[src/ced_consts.svh]
// Field positions, reset values and masks of the comparator edge control block
`ifndef CED_CONSTS_SVH
`define CED_CONSTS_SVH

// ==========================================================================
// Control register fields
`define CED_CTRL_EN_BIT      3'd7
`define CED_CTRL_OUT_BIT     3'd6
`define CED_CTRL_RISE_BIT    3'd5
`define CED_CTRL_FALL_BIT    3'd4
`define CED_CTRL_HYP_LSB     3'd2
`define CED_CTRL_HYN_LSB     3'd0
`define CED_CTRL_RST         8'h00

// ==========================================================================
// Input select register fields
`define CED_MUX_NEG_LSB      3'd4
`define CED_MUX_POS_LSB      3'd0
`define CED_MUX_NONE_BIT     2'd3
`define CED_MUX_RST          8'hFF

// ==========================================================================
// Mode register fields
`define CED_MODE_RIE_BIT     3'd5
`define CED_MODE_FIE_BIT     3'd4
`define CED_MODE_MD_LSB      3'd0
`define CED_MODE_WR_MASK     8'h33
`define CED_MODE_RST         8'h02

`endif

[src/ced_pkg.sv]
// Types of the comparator edge control block
package ced_pkg;

  // ========================================================================
  // Response time modes, fastest first
  typedef enum logic [1:0] {
    CED_RESP_MODE0 = 2'h0,
    CED_RESP_MODE1 = 2'h1,
    CED_RESP_MODE2 = 2'h2,
    CED_RESP_MODE3 = 2'h3
  } ced_resp_t;

  // ========================================================================
  // Hysteresis amounts
  typedef enum logic [1:0] {
    CED_HYST_OFF  = 2'h0,
    CED_HYST_5MV  = 2'h1,
    CED_HYST_10MV = 2'h2,
    CED_HYST_20MV = 2'h3
  } ced_hyst_t;

  // ========================================================================
  // Register images
  typedef struct packed {
    logic      enable;
    logic      out_status;
    logic      rising_edge_flag;
    logic      falling_edge_flag;
    ced_hyst_t positive_hysteresis_select;
    ced_hyst_t negative_hysteresis_select;
  } ced_ctrl_t;

  typedef struct packed {
    logic [3:0] negative_input_select;
    logic [3:0] positive_input_select;
  } ced_mux_t;

  typedef struct packed {
    logic [1:0] unused_hi;
    logic       rising_edge_irq_enable;
    logic       falling_edge_irq_enable;
    logic [1:0] unused_lo;
    ced_resp_t  response_time_select;
  } ced_mode_t;

  // ========================================================================
  // Settings handed to the analog core
  typedef struct packed {
    logic       enable;
    logic [7:0] pos_pin_sel;
    logic [7:0] neg_pin_sel;
    ced_hyst_t  pos_hyst;
    ced_hyst_t  neg_hyst;
    ced_resp_t  resp;
  } ced_analog_cfg_t;

endpackage

[src/ced_comparator.sv]
// Comparator edge control: registers, output paths, edge flags, interrupt
`include "ced_consts.svh"
`timescale 1ns/10ps
`default_nettype none

module ced_comparator (
  // Clock and reset
  input  wire logic                     clock,
  input  wire logic                     rst_n,
  // Analog core
  input  wire logic                     cmp_result_in,
  output wire ced_pkg::ced_analog_cfg_t analog_cfg,
  // Control register access
  input  wire logic                     ctrl_wr_en,
  input  wire logic [7:0]               ctrl_wr_data,
  output logic      [7:0]               comparator_control_register,
  // Input select register access
  input  wire logic                     mux_wr_en,
  input  wire logic [7:0]               mux_wr_data,
  output logic      [7:0]               comparator_input_select_register,
  // Mode register access
  input  wire logic                     mode_wr_en,
  input  wire logic [7:0]               mode_wr_data,
  output logic      [7:0]               comparator_mode_register,
  // Outputs to pins, interrupt and reset logic
  output logic                          raw_compare_output,
  output logic                          latched_compare_output,
  output logic                          irq_request,
  output logic                          reset_source
);

  // ========================================================================
  // Register state
  ced_pkg::ced_ctrl_t ctrl_q;
  ced_pkg::ced_ctrl_t ctrl_d;
  ced_pkg::ced_mux_t  mux_q;
  ced_pkg::ced_mux_t  mux_d;
  ced_pkg::ced_mode_t mode_q;
  ced_pkg::ced_mode_t mode_d;

  // ========================================================================
  // Output path state
  logic sync_q;
  logic sync_d;
  logic latched_q;
  logic latched_d;
  logic prev_q;
  logic prev_d;
  logic rise_evt;
  logic fall_evt;

  // ========================================================================
  // Raw path: a gate only, so it keeps following the core while the
  // clock is stopped; the enable flop simply holds its value then
  assign raw_compare_output = cmp_result_in & ctrl_q.enable;

  // ========================================================================
  // Synchroniser and edge detection
  always_comb begin
    sync_d    = cmp_result_in;
    latched_d = ctrl_q.enable ? sync_q : 1'b0;
    prev_d    = latched_q;
  end

  always_ff @(posedge clock) begin
    if (!rst_n) begin
      sync_q    <= 1'b0;
      latched_q <= 1'b0;
      prev_q    <= 1'b0;
    end else begin
      sync_q    <= sync_d;
      latched_q <= latched_d;
      prev_q    <= prev_d;
    end
  end

  // Only while enabled, so switching off does not fake a falling edge;
  // switching on may still flag a spurious edge, as the core settles
  assign rise_evt = ctrl_q.enable & latched_q & ~prev_q;
  assign fall_evt = ctrl_q.enable & ~latched_q & prev_q;

  // ========================================================================
  // Registers
  always_comb begin
    ctrl_d = ctrl_q;
    mux_d  = mux_q;
    mode_d = mode_q;
    if (ctrl_wr_en) begin
      ctrl_d.enable = ctrl_wr_data[`CED_CTRL_EN_BIT];
      ctrl_d.positive_hysteresis_select =
        ced_pkg::ced_hyst_t'(ctrl_wr_data[`CED_CTRL_HYP_LSB +: 2]);
      ctrl_d.negative_hysteresis_select =
        ced_pkg::ced_hyst_t'(ctrl_wr_data[`CED_CTRL_HYN_LSB +: 2]);
      // Writing zero clears a flag; writing one leaves it as it is
      if (!ctrl_wr_data[`CED_CTRL_RISE_BIT]) begin
        ctrl_d.rising_edge_flag = 1'b0;
      end
      if (!ctrl_wr_data[`CED_CTRL_FALL_BIT]) begin
        ctrl_d.falling_edge_flag = 1'b0;
      end
    end
    // Set after clear so a coincident edge is never lost
    if (rise_evt) begin
      ctrl_d.rising_edge_flag = 1'b1;
    end
    if (fall_evt) begin
      ctrl_d.falling_edge_flag = 1'b1;
    end
    ctrl_d.out_status = 1'b0;
    if (mux_wr_en) begin
      mux_d = ced_pkg::ced_mux_t'(mux_wr_data);
    end
    if (mode_wr_en) begin
      mode_d = ced_pkg::ced_mode_t'(mode_wr_data & `CED_MODE_WR_MASK);
    end
  end

  always_ff @(posedge clock) begin
    if (!rst_n) begin
      ctrl_q <= ced_pkg::ced_ctrl_t'(`CED_CTRL_RST);
      mux_q  <= ced_pkg::ced_mux_t'(`CED_MUX_RST);
      mode_q <= ced_pkg::ced_mode_t'(`CED_MODE_RST);
    end else begin
      ctrl_q <= ctrl_d;
      mux_q  <= mux_d;
      mode_q <= mode_d;
    end
  end

  // ========================================================================
  // Read images; status bit is live, never stored
  always_comb begin
    comparator_control_register = ctrl_q;
    comparator_control_register[`CED_CTRL_OUT_BIT] = latched_q;
    comparator_input_select_register = mux_q;
    comparator_mode_register = mode_q;
  end

  // ========================================================================
  // Pin decode towards the analog multiplexers
  genvar gi;
  generate
    for (gi = 0; gi < 8; gi++) begin : g_pin
      assign analog_cfg.pos_pin_sel[gi] =
        ~mux_q.positive_input_select[`CED_MUX_NONE_BIT] &
        (mux_q.positive_input_select[2:0] == 3'(gi));
      assign analog_cfg.neg_pin_sel[gi] =
        ~mux_q.negative_input_select[`CED_MUX_NONE_BIT] &
        (mux_q.negative_input_select[2:0] == 3'(gi));
    end
  endgenerate

  assign analog_cfg.enable   = ctrl_q.enable;
  assign analog_cfg.pos_hyst = ctrl_q.positive_hysteresis_select;
  assign analog_cfg.neg_hyst = ctrl_q.negative_hysteresis_select;
  assign analog_cfg.resp     = mode_q.response_time_select;

  // ========================================================================
  // Result fan-out
  assign latched_compare_output = latched_q;
  assign irq_request =
    (ctrl_q.rising_edge_flag & mode_q.rising_edge_irq_enable) |
    (ctrl_q.falling_edge_flag & mode_q.falling_edge_irq_enable);
  // Level from the clocked path; the reset controller decides polarity use
  assign reset_source = latched_q;

endmodule

`default_nettype wire

[config.mk]
export PLATFORM = sky130hd
export DESIGN_NAME = ced_comparator
export DESIGN_NICKNAME = d
export VERILOG_FILES = /design/src/ced_pkg.sv /design/src/ced_comparator.sv
export VERILOG_INCLUDE_DIRS = /design/src /design/src/src
export SDC_FILE = /design/constraint.sdc
export NUM_CORES = 1
export LEC_CHECK = 0
export BUFFER_PORTS_ARGS = -buffer_cell sky130_fd_sc_hd__buf_2
export CORE_MARGIN = 2
export CORE_UTILIZATION = 43
export CTS_BUF_LIST = sky130_fd_sc_hd__clkbuf_8
export CTS_CLUSTER_SIZE = 20
export DETAILED_ROUTE_END_ITERATION = 12
export PLACE_DENSITY = 0.86
export SETUP_SLACK_MARGIN = 0.3
export SKIP_CTS_REPAIR_TIMING = 1
export SLEW_MARGIN = 20
export SYNTH_ARGS = -nofsm -noshare
export SYNTH_HDL_FRONTEND = slang
export SYNTH_SLANG_ARGS = --single-unit
[constraint.sdc]
create_clock -name clock -period 1.65 [get_ports clock]
set_input_delay 0.165 -clock clock [delete_from_list [all_inputs] [get_ports clock]]
set_output_delay 0.165 -clock clock [all_outputs]
set_load 0.03 [all_outputs]
Yosys cells after proc, flatten, opt, wreduce, memory -nomap -nowiden
Cells that the tools add are included.
{ "word_totals": {"reg_bits": 22, "in_bits": 30} }
{ "classes": {"n_eq_ne": 16, "muxes": 5, "bitwise": 28, "n_reduce_logical": 7} }
{ "ops": {"columns": ["cell", "count"], "rows": [
  ["$eq 3x3->1 const B", 8],
  ["$and 1x1->1", 23],
  ["$eq 3x2->1 const B", 4],
  ["$eq 3x1->1 const B", 2],
  ["$logic_not 3->1", 2],
  ["$mux 6", 1],
  ["$reduce_and 2->1", 3],
  ["$mux 1", 4],
  ["$ne 2x1->1 const B", 2],
  ["$not 1->1", 4],
  ["$reduce_bool 2->1", 2],
  ["$or 1x1->1", 1]
]} }

Depth between registers and ports, before layout
{ "depth": {"word_depth": 5, "ltp_mapped": 3} }

Worst setup path before layout
OpenSTA, ideal clock, no wires.
{ "synth_path": {"path_kind": "register -> output", "startpoint": "reg mux_q (netlist bit comparator_input_select_register[2])", "endpoint": "out analog_cfg[14] (netlist bit)", "arrival_time_ns": 1.473, "t_required_ns": 1.485, "path_slack_ns": 0.012, "stages_incl_launch_ff": 2, "cell_sequence": "dfxtp_1 > nor4_1"} }
{ "synth_rtl": {"columns": ["item", "line", "rtl"], "rows": [
  ["start: declaration", "ced_comparator.sv:36", "ced_pkg::ced_mux_t mux_q;"],
  ["start signal: assignment", "ced_comparator.sv:121", "mux_q <= ced_pkg::ced_mux_t'(`CED_MUX_RST);"],
  ["start signal: assignment", "ced_comparator.sv:125", "mux_q <= mux_d;"],
  ["end: declaration", "ced_comparator.sv:12", "output wire ced_pkg::ced_analog_cfg_t analog_cfg,"]
]} }

==> reports/qor.yml <==
status: "completed"
synth_xor_area_frac: 0
antenna_found_initial: 0
synth-seq-cells: 22
die_h_um: 53.0
finalSetupTns_ns: 0
crit_arrival_ns: 1.14
rsz0062_at_grt: "yes"
fillers: 189
wl_per_cell_um: 11.5
clock_path_buffers: 2
grt_overflow: 0
min_period_over_period: 0.790
r2r.worst_path.cells: 2
drive_above_1_share: 0.550
fmax_mhz: 767
gp_congestion: 0.671
synth_top_family_by_area: "simple AND/OR/NAND/NOR gates"
n_antenna_cell: 0
placedCellCount: 196
cts_root_buf: "clkbuf_8"
ioPinCount: 81
cts_buffers: 3
synth_top_area_share: 0.427
layout.nets: 203
stdcell_count: 199
start_util: 0.462
clk_latency_ns: 0.25
syn_inst: 112
hpwl_um: 1740
worstHoldPathType: "primary input to flip-flop"
drt_drc_violations_left: 0
cts.sinks: 22
synthAdderAreaFrac: 0
synth-compound-area-share: 0.0182
first_iter_violations: 4
fin_skew_ns: 0.00121
grt_pass1_vias: 807
core.rowCount: 17
yosys_warnings: 0
cp_data_required_time_ns: 1.48
hold_violations: 0
synth_seq_area_share: 0.427
grt_pass1_wl_um: 3370
synth_area_leaders: "dfxtp_1 43%, mux2i_1 16%, buf_4 12%"
clk_pin_slew_ns: 0.07
setup_viol: 0
cp_max_fo: 7
htreeDepth: 1
p_per_area_mw_per_mm2: 810
final_max_slew_viol_count: 0
vias: 945
seq_area_um2: 453
vias_per_cell: 4.75
wirelength_um: 2290
peakVddDrop_v: 0.000596
hold_depth: 3
dr.pass1.iters: 2
endpoint_kind: "primary output"
synth_area_mm2: 0.00103
die_w_um: 53.0
synthMostInstantiatedCell: "dfxtp_1"
syn_area_per_cell_um2: 9.22
grt_max_degree: 25
antenna_left: 0
coreArea_mm2: 0.00223
multi_input_area_um2: 533
crit_path_start_kind: "flip-flop"
yosys.area_share.simple: 0.258
cts_tree: "done"
leakage_uw: 0.000736
area_growth_syn_to_layout_pct: 38.5
post-route-min-period_ns: 1.30
synthMuxAreaShare: 0.165
crit_type: "flip-flop to primary output"
synth-main-ff-cell: "dfxtp_1"
synth_area_leader_cell: "dfxtp_1"
ys_top_cells_by_count: "22 x dfxtp_1, 17 x buf_4, 17 x mux2i_1, 13 x nand2_1, 10 x nor2b_1"
ys_types: 16
drv_cap: 0
die_area_mm2: 0.00281
portBuffers: 71
grt_usage: 0.160
synth_edf_count: 0
synth-async-reset-ratio: 0
## critical path, cell delays in order, from the launching register on
cell      delay, ns
dfxtp_4        0.38
nand2b_2       0.21
nor2_1         0.10
buf_2          0.20
## report_power, final
group          switching, uW  internal (uW)
logic                    161           87.4
clock network            151            162
registers               36.7            560
total                    349            809
## path summary, 6_finish.rpt
kind | start | end | slack, ns
worst max-delay path | comparator_input_select_register[3] | analog_cfg[21] | 0.35
worst min-delay path | mode_wr_data[1] | analog_cfg[1] | 0.13
worst max register to register | latched_compare_output | comparator_control_register[4] | 0.93
worst min register to register | comparator_control_register[5] | comparator_control_register[5] | 0.48
## routing by layer
layer	global-route usage	up-vias	routed length, um
met4	0.0641	0	10
met5	0	-	0
met1	0.174	413	883
li1	-	473	-
met2	0.300	57	1130
met3	0.0311	2	267
## placed cells by master (no fill, tap or decap), drive strengths merged
cell type	n
nor4	2
a22o	1
and2	3
nor2b	10
clkbuf	4
nand2b	6
buf	70
conb	4
and3	1
nor2	6
nand2	13
nor3	8
mux2i	17
dfxtp	22
nand4b	2
o21ai	2
## final cells by class
class	instances	share of cell area
clock buffers	3	0.0289
multi-input cells	75	0.373
well taps	28	0.0245
repair buffers	71	0.257
flip-flops and latches	22	0.317
## state kept, by name, summed over array words and instances, names as in the netlist
register and count:
sync_q 1, comparator_mode_register 2, analog_cfg 7, comparator_control_register 2, latched_compare_output 1, comparator_input_select_register 8
prev_q 1
## stage by stage
| stage | power (uW) | setup slack [ns] | hold WS, ns | instance area (um2) | util |
|---|---|---|---|---|---|
| after floorplan | 798 | 0.227 | 0.292 | 1100 | - |
| after global placement | 845 | 0.550 | 0.382 | 1350 | 0.606 |
| after detailed placement | 853 | 0.512 | 0.383 | 1350 | 0.606 |
| after CTS | 1170 | 0.227 | 0.117 | 1400 | 0.625 |
| after global routing | 1220 | 0.267 | 0.123 | 1430 | 0.640 |
| final | 1160 | 0.347 | 0.127 | 1430 | 0.640 |
## logic make-up (layout without fill, tap and decap cells)
group           Yosys count  after routing
compound gates            3              3
buf+inv                  18             74
flops                    22             22
mux                      17             17
other cells               1              4
simple gates             51             51
Note: power is estimated with default switching activity, not from simulation.
